===== src/adc_chain_pkg.sv =====
// Functional notes
// - Each serial output feeds the next chain input; the last feeds the host.
// - Every converter shifts one bit toward the host per external shift clock.
// - At read end the serial output shows the chain level sampled at start.
// - After 16 result bits the chain input appears on the 17th clock.
// - With two converters the 17th clock brings upstream MSB downstream.
// - Both power-downs high keep the result unless already shifted out.
// - Analog power-down alone keeps the result readable.
// - A conversion started in analog power-down yields a meaningless result.
// - Digital logic and shift path stay active whatever the power-downs.
// - Reference power-down disables only the on-chip reference.
// - In external mode one chain bit is sampled per shift clock pulse.
// - First chain bit shows at 17th falling and 18th rising edge.
package adc_chain_pkg;

  // Clock and timing.
  localparam int unsigned REF_CLK_NS = 40;
  localparam int unsigned CONV_TIME_NS = 2200;
  localparam int unsigned CONV_CYC = (CONV_TIME_NS + REF_CLK_NS - 1) / REF_CLK_NS;
  localparam int unsigned INT_CLK_PERIOD_NS = 96;
  localparam int unsigned INT_HALF_RAW = (INT_CLK_PERIOD_NS / 2) / REF_CLK_NS;
  localparam int unsigned INT_HALF_CYC = (INT_HALF_RAW < 1) ? 1 : INT_HALF_RAW;
  localparam int unsigned RESULT_BITS = 16;
  localparam logic [5:0] RESULT_BITS_W = 6'h10;
  localparam logic [5:0] INT_TOGGLES = 6'h20;

  // Register byte offsets.
  localparam logic [7:0] OFF_CTRL = 8'h00;
  localparam logic [7:0] OFF_STATUS = 8'h04;
  localparam logic [7:0] OFF_RESULT = 8'h08;

  // Field positions.
  localparam int unsigned CTRL_START_BIT = 0;
  localparam int unsigned ST_BUSY_BIT = 0;
  localparam int unsigned ST_EXT_BIT = 1;
  localparam int unsigned ST_CONSUMED_BIT = 2;
  localparam int unsigned ST_JUNK_BIT = 3;
  localparam int unsigned ST_APD_BIT = 4;
  localparam int unsigned ST_RPD_BIT = 5;
  localparam int unsigned ST_CNT_LSB = 8;

  // Reset values.
  localparam logic [15:0] RESULT_RST = 16'h0000;

  // Conversion sequencer states, Gray along idle, convert, load.
  typedef enum logic [1:0] {
    ST_IDLE = 2'b00,
    ST_CONV = 2'b01,
    ST_LOAD = 2'b11
  } conv_state_t;

  // Pins that arrive from outside the clock domain.
  typedef struct packed {
    logic shift_clock;
    logic chain_in;
    logic ext_clock_sel;
    logic analog_powerdown;
    logic reference_powerdown;
    logic convert_start;
  } pin_in_t;

  localparam int unsigned PIN_W = $bits(pin_in_t);

  // Enables toward the analog section.
  typedef struct packed {
    logic reference_enable;
    logic buffer_enable;
    logic analog_enable;
  } power_out_t;

endpackage


===== src/adc_chain.sv =====
`timescale 1ns/1ns
// Serial result path with daisy chain and power-down control of the converter.
module adc_chain (
  // Clock and reset.
  input wire logic i_ref_clk,
  input wire logic i_rst_b,
  // AHB-Lite slave.
  input wire logic i_hsel,
  input wire logic [31:0] i_haddr,
  input wire logic [1:0] i_htrans,
  input wire logic i_hwrite,
  input wire logic [2:0] i_hsize,
  input wire logic [31:0] i_hwdata,
  input wire logic i_hready,
  output logic [31:0] o_hrdata,
  output logic o_hreadyout,
  output logic o_hresp,
  // Device pins.
  input wire adc_chain_pkg::pin_in_t i_pins,
  output logic o_serial_result_out,
  output logic o_shift_clock,
  output logic o_shift_clock_oe,
  output logic o_busy_b,
  // Converter core.
  input wire logic [15:0] i_core_result,
  output adc_chain_pkg::power_out_t o_power
);
  import adc_chain_pkg::*;

  pin_in_t pins_s;
  logic [PIN_W-1:0] pins_v;

  // Every pin passes two flops before any logic sees it.
  pin_sync #(
    .WIDTH(PIN_W)
  ) u_pin_sync (
    .i_clk(i_ref_clk),
    .i_rst_b(i_rst_b),
    .i_async(i_pins),
    .o_sync(pins_v)
  );

  assign pins_s = pin_in_t'(pins_v);

  // Edge detection on the synchronised shift clock and convert pin.
  logic sclk_d_r;
  logic conv_d_r;
  logic ext_rise;
  logic conv_rise;
  logic ext_mode;

  always_ff @(posedge i_ref_clk or negedge i_rst_b) begin
    if (!i_rst_b) begin
      sclk_d_r <= 1'b0;
      conv_d_r <= 1'b0;
    end else begin
      sclk_d_r <= pins_s.shift_clock;
      conv_d_r <= pins_s.convert_start;
    end
  end

  // The pin picks the clock source; the host is trusted to pick external.
  assign ext_mode = pins_s.ext_clock_sel;
  // Shifting never depends on the power-down pins.
  assign ext_rise = ext_mode & pins_s.shift_clock & ~sclk_d_r;
  assign conv_rise = pins_s.convert_start & ~conv_d_r;

  // Bus side signals shared by the groups below.
  logic sw_start;
  logic sw_clr_junk;

  // Conversion sequencer.
  conv_state_t st_r;
  conv_state_t st_nxt;
  logic [6:0] conv_cnt_r;
  logic [6:0] conv_cnt_nxt;
  logic start_apd_r;
  logic start_apd_nxt;
  logic junk_r;
  logic junk_nxt;
  logic start_req;
  logic load;

  assign start_req = (st_r == ST_IDLE) & (conv_rise | sw_start);
  assign load = (st_r == ST_LOAD);

  always_comb begin
    st_nxt = st_r;
    conv_cnt_nxt = conv_cnt_r;
    start_apd_nxt = start_apd_r;
    junk_nxt = junk_r;
    case (st_r)
      ST_IDLE: begin
        if (start_req) begin
          st_nxt = ST_CONV;
          conv_cnt_nxt = 7'(CONV_CYC - 1);
          start_apd_nxt = pins_s.analog_powerdown;
        end
      end
      ST_CONV: begin
        if (conv_cnt_r == 7'h00) begin
          st_nxt = ST_LOAD;
        end else begin
          conv_cnt_nxt = conv_cnt_r - 7'h01;
        end
      end
      default: begin
        st_nxt = ST_IDLE;
      end
    endcase
    // A fresh junk result wins over a clear in the same cycle.
    if (sw_clr_junk) begin
      junk_nxt = 1'b0;
    end
    if (load && start_apd_r) begin
      junk_nxt = 1'b1;
    end
  end

  always_ff @(posedge i_ref_clk or negedge i_rst_b) begin
    if (!i_rst_b) begin
      st_r <= ST_IDLE;
      conv_cnt_r <= 7'h00;
      start_apd_r <= 1'b0;
      junk_r <= 1'b0;
    end else begin
      st_r <= st_nxt;
      conv_cnt_r <= conv_cnt_nxt;
      start_apd_r <= start_apd_nxt;
      junk_r <= junk_nxt;
    end
  end

  // Output register, serial output and both shift clock sources.
  logic [15:0] sr_r;
  logic [15:0] sr_nxt;
  logic [15:0] res_r;
  logic [15:0] res_nxt;
  logic out_r;
  logic out_nxt;
  logic [5:0] edge_cnt_r;
  logic [5:0] edge_cnt_nxt;
  logic consumed_r;
  logic consumed_nxt;
  logic tag_start_r;
  logic tag_start_nxt;
  logic [5:0] tog_r;
  logic [5:0] tog_nxt;
  logic [1:0] div_r;
  logic [1:0] div_nxt;
  logic sclk_out_r;
  logic sclk_out_nxt;
  logic full_pd;
  // Previous full power-down level, so that a drop happens only on entry.
  logic full_pd_r;
  logic full_pd_nxt;

  assign full_pd = pins_s.analog_powerdown & pins_s.reference_powerdown;

  always_comb begin
    sr_nxt = sr_r;
    res_nxt = res_r;
    out_nxt = out_r;
    edge_cnt_nxt = edge_cnt_r;
    consumed_nxt = consumed_r;
    tag_start_nxt = tag_start_r;
    tog_nxt = tog_r;
    div_nxt = div_r;
    sclk_out_nxt = sclk_out_r;
    full_pd_nxt = full_pd;
    // Internal mode: the old result goes out while the new one converts.
    if (start_req && !ext_mode) begin
      tag_start_nxt = pins_s.chain_in;
      tog_nxt = INT_TOGGLES;
      div_nxt = 2'(INT_HALF_CYC - 1);
    end else if (tog_r != 6'h00) begin
      if (div_r != 2'h0) begin
        div_nxt = div_r - 2'h1;
      end else begin
        div_nxt = 2'(INT_HALF_CYC - 1);
        tog_nxt = tog_r - 6'h01;
        sclk_out_nxt = ~sclk_out_r;
        if (!sclk_out_r) begin
          out_nxt = sr_r[15];
          sr_nxt = {sr_r[14:0], tag_start_r};
        end else if (tog_r == 6'h01) begin
          // After the sixteenth pulse the line rests at the sampled chain level.
          out_nxt = tag_start_r;
          consumed_nxt = 1'b1;
        end
      end
    end
    // External mode: one result or chain bit moves per rising edge.
    if (ext_rise) begin
      out_nxt = sr_r[15];
      sr_nxt = {sr_r[14:0], pins_s.chain_in};
      // Rising edge 17 puts the first chain bit out, so it holds across the
      // 17th falling and 18th rising edge.
      if (edge_cnt_r != 6'h3F) begin
        edge_cnt_nxt = edge_cnt_r + 6'h01;
      end
      if (edge_cnt_r == RESULT_BITS_W - 6'h01) begin
        consumed_nxt = 1'b1;
      end
    end
    // Full power-down keeps an unread word; a word already sent is dropped
    // once, on entry. Clearing only on entry keeps the chain path alive while
    // powered down, so upstream words still pass through afterwards.
    if (full_pd && !full_pd_r && consumed_r) begin
      sr_nxt = RESULT_RST;
    end
    // A new result replaces the register; analog power-down alone holds it.
    if (load) begin
      sr_nxt = i_core_result;
      res_nxt = i_core_result;
      edge_cnt_nxt = 6'h00;
      consumed_nxt = 1'b0;
    end
  end

  always_ff @(posedge i_ref_clk or negedge i_rst_b) begin
    if (!i_rst_b) begin
      sr_r <= RESULT_RST;
      res_r <= RESULT_RST;
      out_r <= 1'b0;
      edge_cnt_r <= 6'h00;
      consumed_r <= 1'b0;
      tag_start_r <= 1'b0;
      tog_r <= 6'h00;
      div_r <= 2'h0;
      sclk_out_r <= 1'b0;
      full_pd_r <= 1'b0;
    end else begin
      sr_r <= sr_nxt;
      res_r <= res_nxt;
      out_r <= out_nxt;
      edge_cnt_r <= edge_cnt_nxt;
      consumed_r <= consumed_nxt;
      tag_start_r <= tag_start_nxt;
      tog_r <= tog_nxt;
      div_r <= div_nxt;
      sclk_out_r <= sclk_out_nxt;
      full_pd_r <= full_pd_nxt;
    end
  end

  // Power enables toward the analog section, registered.
  // Registering costs a cycle but keeps decode glitches off the analog switches.
  power_out_t pwr_r;
  power_out_t pwr_nxt;

  always_comb begin
    // Reference power-down touches the on-chip reference only.
    pwr_nxt.reference_enable = ~pins_s.reference_powerdown;
    pwr_nxt.buffer_enable = ~pins_s.analog_powerdown;
    pwr_nxt.analog_enable = ~pins_s.analog_powerdown;
  end

  always_ff @(posedge i_ref_clk or negedge i_rst_b) begin
    if (!i_rst_b) begin
      pwr_r <= '0;
    end else begin
      pwr_r <= pwr_nxt;
    end
  end

  // AHB-Lite slave: address phase captured, write applied in data phase.
  logic wr_pend_r;
  logic wr_pend_nxt;
  logic [7:0] wr_addr_r;
  logic [7:0] wr_addr_nxt;
  logic [31:0] rdata_r;
  logic [31:0] rdata_nxt;
  logic addr_ok;
  logic [31:0] status_w;

  // Transfer size is ignored: every register is one aligned word.
  assign addr_ok = i_hsel & i_htrans[1] & i_hready;
  assign sw_start = wr_pend_r & (wr_addr_r == OFF_CTRL) & i_hwdata[CTRL_START_BIT];
  assign sw_clr_junk = wr_pend_r & (wr_addr_r == OFF_STATUS) & i_hwdata[ST_JUNK_BIT];

  // Status word assembled field by field; unused bits read as zero.
  always_comb begin
    status_w = 32'h00000000;
    status_w[ST_BUSY_BIT] = (st_r != ST_IDLE);
    status_w[ST_EXT_BIT] = ext_mode;
    status_w[ST_CONSUMED_BIT] = consumed_r;
    status_w[ST_JUNK_BIT] = junk_r;
    status_w[ST_APD_BIT] = pins_s.analog_powerdown;
    status_w[ST_RPD_BIT] = pins_s.reference_powerdown;
    status_w[ST_CNT_LSB +: 6] = edge_cnt_r;
  end

  always_comb begin
    wr_pend_nxt = 1'b0;
    wr_addr_nxt = wr_addr_r;
    rdata_nxt = rdata_r;
    if (addr_ok) begin
      wr_pend_nxt = i_hwrite;
      wr_addr_nxt = {i_haddr[7:2], 2'h0};
      // Read data is fetched at the address phase so it comes from a flop.
      if (i_hwrite) begin
        rdata_nxt = 32'h00000000;
      end else if ({i_haddr[7:2], 2'h0} == OFF_CTRL) begin
        rdata_nxt = 32'h00000000;
      end else if ({i_haddr[7:2], 2'h0} == OFF_STATUS) begin
        rdata_nxt = status_w;
      end else if ({i_haddr[7:2], 2'h0} == OFF_RESULT) begin
        rdata_nxt = {16'h0000, res_r};
      end else begin
        rdata_nxt = 32'h00000000;
      end
    end
  end

  always_ff @(posedge i_ref_clk or negedge i_rst_b) begin
    if (!i_rst_b) begin
      wr_pend_r <= 1'b0;
      wr_addr_r <= 8'h00;
      rdata_r <= 32'h00000000;
    end else begin
      wr_pend_r <= wr_pend_nxt;
      wr_addr_r <= wr_addr_nxt;
      rdata_r <= rdata_nxt;
    end
  end

  // Zero wait states and an OKAY answer to every access.
  assign o_hrdata = rdata_r;
  assign o_hreadyout = 1'b1;
  assign o_hresp = 1'b0;

  // Pin outputs; the shift clock pin is driven only in internal mode.
  // The serial output is a flop, so the host sees clean levels between edges.
  assign o_serial_result_out = out_r;
  assign o_shift_clock = sclk_out_r;
  assign o_shift_clock_oe = ~ext_mode;
  assign o_busy_b = (st_r == ST_IDLE);
  assign o_power = pwr_r;

endmodule // adc_chain


===== src/pin_sync.sv =====
`timescale 1ns/1ns
// Two-stage synchroniser for a group of asynchronous pins.
module pin_sync #(
  parameter int unsigned WIDTH = 1
) (
  // Clock and reset.
  input wire logic i_clk,
  input wire logic i_rst_b,
  // Pins in and synchronised copies out.
  input wire logic [WIDTH-1:0] i_async,
  output logic [WIDTH-1:0] o_sync
);

  logic [WIDTH-1:0] meta_r;

  // The first stage is read by the second stage only.
  always_ff @(posedge i_clk or negedge i_rst_b) begin
    if (!i_rst_b) begin
      meta_r <= '0;
      o_sync <= '0;
    end else begin
      meta_r <= i_async;
      o_sync <= meta_r;
    end
  end

endmodule // pin_sync


===== config.mk =====
export PLATFORM = sky130hd
export DESIGN_NAME = adc_chain
export DESIGN_NICKNAME = d
export VERILOG_FILES = /design/src/adc_chain_pkg.sv /design/src/adc_chain.sv /design/src/pin_sync.sv
export SDC_FILE = /design/constraint.sdc
export NUM_CORES = 1
export LEC_CHECK = 0
export BUFFER_PORTS_ARGS = -buffer_cell sky130_fd_sc_hd__clkbuf_2
export CAP_MARGIN = 10
export CORE_MARGIN = 5
export CORE_UTILIZATION = 40
export DETAILED_ROUTE_END_ITERATION = 12
export PLACE_DENSITY = 0.62
export SLEW_MARGIN = 30
export SYNTH_ARGS = -nofsm -noshare
export SYNTH_HDL_FRONTEND = slang
export SYNTH_SLANG_ARGS = --single-unit
export TNS_END_PERCENT = 10

===== constraint.sdc =====
create_clock -name i_ref_clk -period 3.8 [get_ports i_ref_clk]
set_clock_uncertainty 0.2 [all_clocks]
set_input_delay 0.57 -clock i_ref_clk [delete_from_list [all_inputs] [get_ports i_ref_clk]]
set_output_delay 0.57 -clock i_ref_clk [all_outputs]
set_load 0.02 [all_outputs]

==> reports/metrics.yaml, run 1 <==
clocking:
  cts-root-buf: "clkbuf_16"
  cts_resized: 0
  hold_buffers: 0
  clk_pin_slew_ps: 70
  htree_levels: 3
  cts_tree: "built"
  clock-sinks: 101
  clkLatencyLatePin_ps: 340
  cts_buffer_depth: 2
  cts_buffers: 9
  postCtsSetupBuffers: 0
run_status:
  outcome: "completed"
critical_path:
  cp_max_fo: 13
  worstPathRequired_ps: 3880
  critPathArrivalTime_ps: 2480
  startpoint_type: "primary input"
  critPathKind: "primary input to flip-flop"
  crit_path_start: "i_haddr[5]"
  cp-end-kind: "flip-flop"
  r2r_start: "tog_r[0]$_DFFE_PN0P_"
die:
  std_cell_rows: 38
  initial_utilization_pct: 41.1
  die_height_um: 116
  ios: 137
  chipWidth_um: 116
  core_region_area_mm2: 0.0109
  die_area_mm2: 0.0134
yosys:
  avgSynthCellArea_um2: 11.1
  synth_edf_count: 0
  async_flop_share_pct: 100
  ys_ff_latch: 101
  synth.largest_area_cell: "dfrtp_1"
  yosys.area.top_type_share_pct: 56.3
  synth-main-ff-cell: "dfrtp_1"
  synth.area.top_cells: "dfrtp_1 (56%), nand2_1 (8.1%), mux2_2 (4.0%)"
  syn-cell-area_mm2: 0.00449
  ys_seq_area_share_pct: 56.3
  synth_cells: 403
  yosysWarnings: 0
  synthDistinctLibCells: 49
pwr:
  total_power_uw: 2250
  irDropWorstVdd_mv: 0.187
  leakage_uw: 0.00248
  power_density_mw_per_mm2: 438
drt:
  wl_mm: 8.81
  avgRoutedWirePerCell_um: 14.5
  firstDrtPassIters: 4
  via_per_inst: 4.92
  ant_nets: 0
  drt_iter0_markers: 77
  vias: 2994
  drc: 0
job:
  maxCapViolCount: 0
global_routing:
  antenna_found_initial: 0
  grt_use_total_pct: 13.8
  grt-ovfl-total: 0
  first_global_vias: 2938
  grt_max_degree: 61
  grt_pass1_wl_mm: 14.6
timing:
  hold_viol_final: 0
  min_period_over_period_pct: 63.2
  fin_crit_ps: 2400
  rsz0062_at_grt: "false"
  setup_viol: 0
  max_freq_mhz: 416
  worstMarginPinSlew_ps: 734
  relSlewSlack_pct: 51.1
  slew_viol_final: 0
  fin_setup_tns_ps: 0
cells_and_area:
  antenna_cells: 0
  fin_nets: 566
  syn_to_final_growth_pct: 14.4
  utilization_pct: 46.9
  drive_above_1_share_pct: 24.9
place:
  gp_congestion: 0.807
  dp_hpwl_mm: 6.37
  portBuffers: 58
worst_hold_path:
  hp-class: "primary input to async pin"
==> flip-flops by register name, summed over array words and instances, names as in the netlist, 2 cells and up <==
signal and cells:
o_hrdata 16, res_r 16, sr_r 16, conv_cnt_r 7, edge_cnt_r 6, tog_r 6
u_pin_sync.meta_r 6, u_pin_sync.o_sync 6, wr_addr_r 6, div_r 2, o_power 2, st_r 2
==> path summary, 6_finish.rpt <==
kind | end | slack [ps] | depth (start not counted)
max in group asynchronous | o_hrdata[9]$_DFFE_PN0P_ | 2540 | 2
setup reg to reg | sr_r[5]$_DFFE_PN0P_ | 1410 | 6
setup / recovery | o_hrdata[14]$_DFFE_PN0P_ | 1400 | 6
min in group i_ref_clk | u_pin_sync.meta_r[3]$_DFF_PN0_ | 130 | 1
hold / removal | u_pin_sync.meta_r[4]$_DFF_PN0_ | 90 | 1
hold reg to reg | u_pin_sync.o_sync[3]$_DFF_PN0_ | 150 | 0
==> kinds of logic (layout without fill, tap and decap cells) <==
| logic type | Yosys count | count (layout) | synth area share [%] |
|---|---|---|---|
| adder cells (fa/ha/maj) | 6 | 6 | 1.67 |
| buffers and inverters | 43 | 93 | 5.80 |
| flip-flops | 101 | 101 | 56.3 |
| other | 2 | 18 | 0.167 |
| multiplexers | 27 | 27 | 7.58 |
| AO/OA/AOI/OAI | 54 | 54 | 9.31 |
| XOR/XNOR | 13 | 13 | 2.54 |
| AND/OR/NAND/NOR | 157 | 157 | 16.6 |
==> synthesized netlist by cell type (all sizes together) (2+ instances only) <==
library cell	number
nor2	17
inv	11
nor3b	5
a21o	2
buf	24
a211oi	2
a21oi	4
xor2	7
and3	2
nor3	3
conb	2
nand3	8
o21ai	14
nand2b	2
a31oi	4
nand3b	2
nor4b	2
a22o	8
mux2	26
or3	2
a22oi	12
nor2b	3
nand4	2
nand2	97
xnor2	6
ha	6
o31ai	3
clkbuf	8
or4	3
dfrtp	101
and2	4
nor4	5
==> metal layers <==
metal / up-vias / global-route usage (%) / part of all wire, %
li1: 1457 / - / -
met1: 1448 / 19.3 / 46
met2: 75 / 20.9 / 47
met3: 14 / 3.60 / 6.1
met4: 0 / 5.03 / 1.7
met5: - / 0 / 0
==> metrics by stage <==
step / hold slack [ps] / area, µm² / setup WS, ps / instances
global route: 116 / 5130 / 1250 / 609
global placement: 132 / 4860 / 1090 / 593
CTS: 122 / 5130 / 1400 / 609
floorplan: 74.4 / 4550 / 1530 / 419
finish: 87.0 / 5130 / 1400 / 609
detailed placement: 135 / 4860 / 1030 / 593
==> final cells by class <==
class	count	area, µm²
multi-input cells	275	1760
flip-flops and latches	101	2530
fillers	1025	5800
repair buffers	66	353
clock buffers	10	229
inverters	11	41.3
clock inverters	6	46.3
well taps	140	175
==> where the power goes <==
group / leakage (µW) / switching [µW] / total, µW / internal [µW]
registers: 0.00122 / 54.0 / 1190 / 1140
logic: 0.00112 / 113 / 207 / 93.8
clock network: 0.000129 / 399 / 848 / 449
==> critical path, stage by stage <==
cell and delay (ps):
clkbuf_2 90, or4_4 550, nor3b_2 200, buf_4 220, nor3b_1 630, a22o_1 230
==> placed cells by master (no fill, tap or decap), drive strengths merged, types with 6 or more instances in the layout <==
cell and instances:
a22o 8, a22oi 12, buf 9, clkbuf 67, conb 18, dfrtp 101
ha 6, inv 13, mux2 26, nand2 97, nand3 8, nor2 17
o21ai 14, xnor2 6, xor2 7
Note: power is estimated with default switching activity, not from simulation.
==> run 2, diff against run 1 <==
clock period = 2.3 ns   (was 3.8 ns; I/O delays follow)
==> reports/metrics.yaml, run 2 (synthesis gave the netlist of run 1 again) <==
drt:
  drc: 0  # unchanged
  ant_nets: 0  # unchanged
  drt_iter0_markers: 90  # was 77
  via_per_inst: 4.84  # was 4.92
  firstDrtPassIters: 4  # unchanged
  avgRoutedWirePerCell_um: 14.5  # about the same
  vias: 3032  # was 2994
  wl_mm: 9.10  # was 8.81 mm
global_routing:
  first_global_vias: 2964  # was 2938
  grt_use_total_pct: 14.2  # was 13.8%
  antenna_found_initial: 0  # unchanged
  grt_max_degree: 64  # was 61
  grt-ovfl-total: 0  # unchanged
  grt_pass1_wl_mm: 14.9  # was 14.6 mm
cells_and_area:
  antenna_cells: 0  # unchanged
  instances_no_fill: 626  # was 609
  layout_common_cells: "dfrtp_1 (101), nand2_1 (97), clkbuf_2 (57)"  # unchanged
  fillerInstances: 1013  # was 1025
  fin_nets: 583  # was 566
  regArea_mm2: 0.00253  # unchanged
  fin_area_mm2: 0.00539  # was 0.00513 mm²
  layout_commonest_cell: "dfrtp_1"  # unchanged
  utilization_pct: 49.3  # was 46.9%
  drive_above_1_share_pct: 26.7  # was 24.9%
  multiInputGateArea_mm2: 0.00180  # was 0.00176 mm²
  syn_to_final_growth_pct: 20.0  # was 14.4%
timing:
  min_period_over_period_pct: 98.2
  finalWorstSetupSlack_ps: 41.1  # was 1400 ps
  hold_viol_final: 0  # unchanged
  rsz0062_at_grt: "true"  # was false
  fin_crit_ps: 2260
  slew_viol_final: 0  # unchanged
  max_freq_mhz: 443
  relSlewSlack_pct: 61.7  # was 51.1%
  worstMarginPinSlew_ps: 569  # was 734 ps
  setup_viol: 0  # unchanged
pwr:
  total_power_uw: 3840  # was 2250 µW
  leakage_uw: 0.00258  # was 0.00248 µW
  irDropWorstVdd_mv: 0.356  # was 0.187 mV
  power_density_mw_per_mm2: 712  # was 438 mW/mm²
place:
  dp_hpwl_mm: 6.55  # was 6.37 mm
  placed_cell_area_mm2: 0.00494  # was 0.00486 mm²
  pre_cts_slack_ps: 2.79  # was 1030 ps
  dp.cells: 600  # was 593
  gp_congestion: 0.797  # was 0.807
  portBuffers: 58  # unchanged
clocking:
  clock-sinks: 101  # unchanged
  clk_pin_slew_ps: 70  # about the same
  htree_levels: 3  # unchanged
  clkLatencyLatePin_ps: 350  # was 340 ps
  cts_buffer_depth: 2  # unchanged
  cts-root-buf: "clkbuf_16"  # unchanged
  cts_buffers: 9  # unchanged
  cts_tree: "built"  # unchanged
worst_hold_path:
  min_from: "i_hwrite"
  holdPathStages: 3
  min_to: "wr_pend_r$_DFF_PN0_"
  hp-class: "primary input to flip-flop"  # was primary input to async pin
critical_path:
  worstPathRequired_ps: 2330  # was 3880 ps
  critPathKind: "flip-flop to flip-flop"  # was primary input to flip-flop
  cp-end-kind: "flip-flop"  # unchanged
  worstRegToRegCells: 7  # was 6
  startpoint_type: "flip-flop"  # was primary input
  cp_max_fo: 8  # was 13
  critPathArrivalTime_ps: 2290  # was 2480 ps
  r2r_start: "wr_addr_r[3]$_DFFE_PN0P_"  # was tog_r[0]$_DFFE_PN0P_
  rr_endpoint: "sr_r[12]$_DFFE_PN0P_"  # was sr_r[5]$_DFFE_PN0P_
  r2r_slack_ps: 40  # was 1410 ps
die:
  ios: 137  # unchanged
  die_area_mm2: 0.0134  # unchanged
  die_height_um: 116  # unchanged
  std_cell_rows: 38  # unchanged
  initial_utilization_pct: 41.1  # unchanged
  chipWidth_um: 116  # unchanged
  core_region_area_mm2: 0.0109  # unchanged
job:
  maxCapViolCount: 0  # unchanged
run_status:
  outcome: "completed"  # unchanged
==> run 2: how the worst max path moves through the flow <==
stage	slack, ps	endpoint	cells after the start	start
2_1_floorplan	30	sr_r[10]$_DFFE_PN0P_	6	tog_r[0]$_DFFE_PN0P_
3_3_place_gp	90	sr_r[5]$_DFFE_PN0P_	6	tog_r[1]$_DFFE_PN0P_
3_5_place_dp	3	sr_r[1]$_DFFE_PN0P_	6	tog_r[1]$_DFFE_PN0P_
4_1_cts	3	sr_r[7]$_DFFE_PN0P_	7	wr_addr_r[3]$_DFFE_PN0P_
5_1_grt	-40	sr_r[14]$_DFFE_PN0P_	7	wr_addr_r[3]$_DFFE_PN0P_
6_report	40	sr_r[12]$_DFFE_PN0P_	7	wr_addr_r[3]$_DFFE_PN0P_
==> run 2: routing by layer <==
layer | global-route usage (%) | vias up | part of all wire, %
met5 | 0 | - | 0
met4 | 5.80 | 0 | 2.0
met3 | 2.61 | 14 | 4.7
met2 | 22.1 | 55 | 48
met1 | 19.6 | 1478 | 46
li1 | - | 1485 | -
==> run 2: final cells by class <==
cell class / count / share of cell area, %
Clock buffer: 10 / 4.43
Multi-Input combinational cell: 275 / 33.4
Timing Repair Buffer: 83 / 10.3
Tap cell: 140 / 3.25
Clock inverter: 6 / 0.975
Inverter: 11 / 0.766
Sequential cell: 101 / 46.9
==> run 2: what timing repair did <==
item,in CTS,in global routing
setup endpoints to repair,6,17
hold buffers,7,0
gates cloned,1,0
buffers inserted,2,0
pin swaps,1,0
resized for setup,1,5
hold endpoints to repair,35,0
==> run 2: per-stage QoR <==
stage / TNS (ps) / hold WS, ps
6_report: 0 / 19.1
5_1_grt: -357 / 23.7
4_1_cts: 0 / 8.72
3_5_place_dp: 0 / 111
3_3_place_gp: 0 / 98.3
2_1_floorplan: 0 / -151
==> run 2: power breakdown <==
part / leakage, µW / switching (µW) / internal (µW) / total (µW)
clock network: 0.000138 / 694 / 781 / 1470
registers: 0.00122 / 91.5 / 1880 / 1980
logic: 0.00122 / 201 / 187 / 387
total: 0.00258 / 986 / 2850 / 3840
==> run 2: worst max-delay path, cell delays in order, from the launching register on <==
cell	delay, ps
dfrtp_1	410
nor4b_4	380
a31oi_4	170
nor4_4	240
o311ai_4	130
buf_12	170
buf_16	140
mux2_4	290
==> run 3, diff against run 2 <==
CORE_MARGIN = not set   (was 5)
==> reports/metrics.yaml, run 3 (synthesis gave the netlist of run 1 again) <==
pwr:
  p_comb_share_pct: 10.6  # was 10.1%
  seqPwrFrac_pct: 56.4  # was 51.5%
  p_sw_share_pct: 26.2  # was 25.7%
  p_int_uw: 2580  # was 2850 µW
  p_switching_uw: 915  # was 986 µW
  clockPowerShare_pct: 33.0  # was 38.4%
  power_density_mw_per_mm2: 660  # was 712 mW/mm²
  leakage_uw: 0.00255  # was 0.00258 µW
  irDropWorstVdd_mv: 0.369  # was 0.356 mV
place:
  portBuffers: 58  # unchanged
  dp_hpwl_mm: 6.31  # was 6.55 mm
  placed_cell_area_mm2: 0.00495  # was 0.00494 mm²
  gp_congestion: 0.758  # was 0.797
global_routing:
  grt_pass1_wl_mm: 14.6  # was 14.9 mm
  first_global_vias: 3039  # was 2964
  grt_max_degree: 46  # was 64
  grt_use_total_pct: 16.2  # was 14.2%
  antenna_found_initial: 0  # unchanged
  grt-ovfl-total: 0  # unchanged
timing:
  fin_crit_ps: 2250  # was 2260 ps
  relSlewSlack_pct: 63.6  # was 61.7%
  rsz0062_at_grt: "false"  # was true
  hold_viol_final: 0  # unchanged
  fin_setup_tns_ps: 0  # unchanged
  slew_viol_final: 0  # unchanged
  setup_viol: 0  # unchanged
  min_period_over_period_pct: 97.6  # was 98.2%
  max_freq_mhz: 445  # was 443 MHz
  whs_ps: 14.7  # was 19.1 ps
  worstMarginPinSlew_ps: 545  # was 569 ps
drt:
  vias: 3055  # was 3032
  drc: 0  # unchanged
  wl_mm: 8.72  # was 9.10 mm
  ant_nets: 0  # unchanged
  via_per_inst: 4.86  # was 4.84
  drt_iter0_markers: 115  # was 90
  avgRoutedWirePerCell_um: 13.9  # was 14.5 µm
  firstDrtPassIters: 4  # unchanged
worst_hold_path:
  holdPathStages: 3  # unchanged
  min_to: "res_r[11]$_DFFE_PN0P_"  # was wr_pend_r$_DFF_PN0_
  min_from: "i_core_result[11]"  # was i_hwrite
  hp-class: "primary input to flip-flop"  # unchanged
die:
  die_height_um: 108  # was 116 µm
  die_area_mm2: 0.0117  # was 0.0134 mm²
  initial_utilization_pct: 41.2  # was 41.1%
  core_region_area_mm2: 0.0109  # about the same
  chipWidth_um: 108  # was 116 µm
  ios: 137  # unchanged
  std_cell_rows: 38  # unchanged
critical_path:
  critPathKind: "flip-flop to flip-flop"  # unchanged
  startpoint_type: "flip-flop"  # unchanged
  rr_endpoint: "sr_r[7]$_DFFE_PN0P_"  # was sr_r[12]$_DFFE_PN0P_
  worstPathRequired_ps: 2350  # was 2330 ps
  crit_path_start: "tog_r[0]$_DFFE_PN0P_"  # was wr_addr_r[3]$_DFFE_PN0P_
  critPathArrivalTime_ps: 2290  # about the same
  worstRegToRegCells: 6  # was 7
  r2r_slack_ps: 50  # was 40 ps
  cp_max_fo: 8  # unchanged
  cp-end-kind: "flip-flop"  # unchanged
  r2r_start: "tog_r[0]$_DFFE_PN0P_"  # was wr_addr_r[3]$_DFFE_PN0P_
clocking:
  clock-sinks: 101  # unchanged
  clk_pin_slew_ps: 110  # was 70 ps
  cts_tree: "built"  # unchanged
  cts-root-buf: "clkbuf_8"  # was clkbuf_16
  htree_levels: 3  # unchanged
  clkLatencyLatePin_ps: 360  # was 350 ps
  cts_buffer_depth: 2  # unchanged
  cts_buffers: 9  # unchanged
run_status:
  outcome: "completed"  # unchanged
cells_and_area:
  utilization_pct: 48.6  # was 49.3%
  layout_commonest_cell: "dfrtp_1"  # unchanged
  fin_area_mm2: 0.00529  # was 0.00539 mm²
  drive_above_1_share_pct: 27.0  # was 26.7%
  antenna_cells: 0  # unchanged
  syn_to_final_growth_pct: 17.9  # was 20.0%
  fin_nets: 586  # was 583
  layout_common_cells: "dfrtp_1 (101), nand2_1 (97), clkbuf_2 (57)"  # unchanged
job:
  maxCapViolCount: 0  # unchanged
-- run 3: changes by cell type in the layout (fill, tap and decap cells not counted), sizes merged --
| cell | delta |
|---|---|
| buf | +1 |
| bufinv | +1 |
| clkinv | -1 |
| dlygate4sd3 | +1 |
| inv | +1 |
-- run 3: what timing repair did --
| action | 4_1_cts | 5_1_grt |
|---|---|---|
| resized for setup | 0 | 3 |
| hold buffers | 8 | 0 |
| buffers inserted | 0 | 2 |
| setup endpoints to repair | 0 | 7 |
| endpoints found under the hold margin | 36 | 0 |
-- run 3: routing by layer --
layer / share of wire, % / routed length, µm / global-route usage (%)
met1: 46 / 4030 / 22.1
met2: 49 / 4260 / 26.5
met3: 3.8 / 332 / 2.53
met4: 1.1 / 95 / 5.19
met5: 0 / 0 / 0
-- run 3: worst max-delay path, stage by stage (launching register included) --
cell and delay [ps]:
dfrtp_1 380, inv_1 100, ha_4 190, a211o_4 360, o311ai_4 370, clkbuf_16 240, mux2_4 300
-- run 3: worst max-delay path by stage --
stage,end,slack (ps)
2_1_floorplan,sr_r[10]$_DFFE_PN0P_,30
5_1_grt,sr_r[7]$_DFFE_PN0P_,5
4_1_cts,sr_r[3]$_DFFE_PN0P_,20
6_report,sr_r[7]$_DFFE_PN0P_,50
3_3_place_gp,sr_r[4]$_DFFE_PN0P_,80
3_5_place_dp,sr_r[2]$_DFFE_PN0P_,40
-- run 3: final cells by class --
cell class              instances  area [µm²]
fillers                       979        5590
repair buffers                 86         566
multi-input cells             275        1780
clock buffers                   9         124
flip-flops and latches        101        2530
inverters                      11        41.3
well taps                     140         175
clock inverters                 7        80.1
-- run 3: power groups by stage --
stage          clock [µW]  sequential [µW]  combinational, µW
6_report             1150             1970                370
5_1_grt              1260             1990                420
4_1_cts              1190             1970                370
3_5_place_dp            0             2010                359
3_3_place_gp            0             2000                346
2_1_floorplan           0             1990                250
-- run 3: through the flow --
stage | instances | worst slack [ps] | power, µW
after floorplan | 419 | 31.5 | 2240
after global placement | 602 | 76.2 | 2350
after detailed placement | 602 | 36.3 | 2360
after CTS | 626 | 19.6 | 3530
after global routing | 629 | 4.98 | 3670
final | 629 | 54.6 | 3490
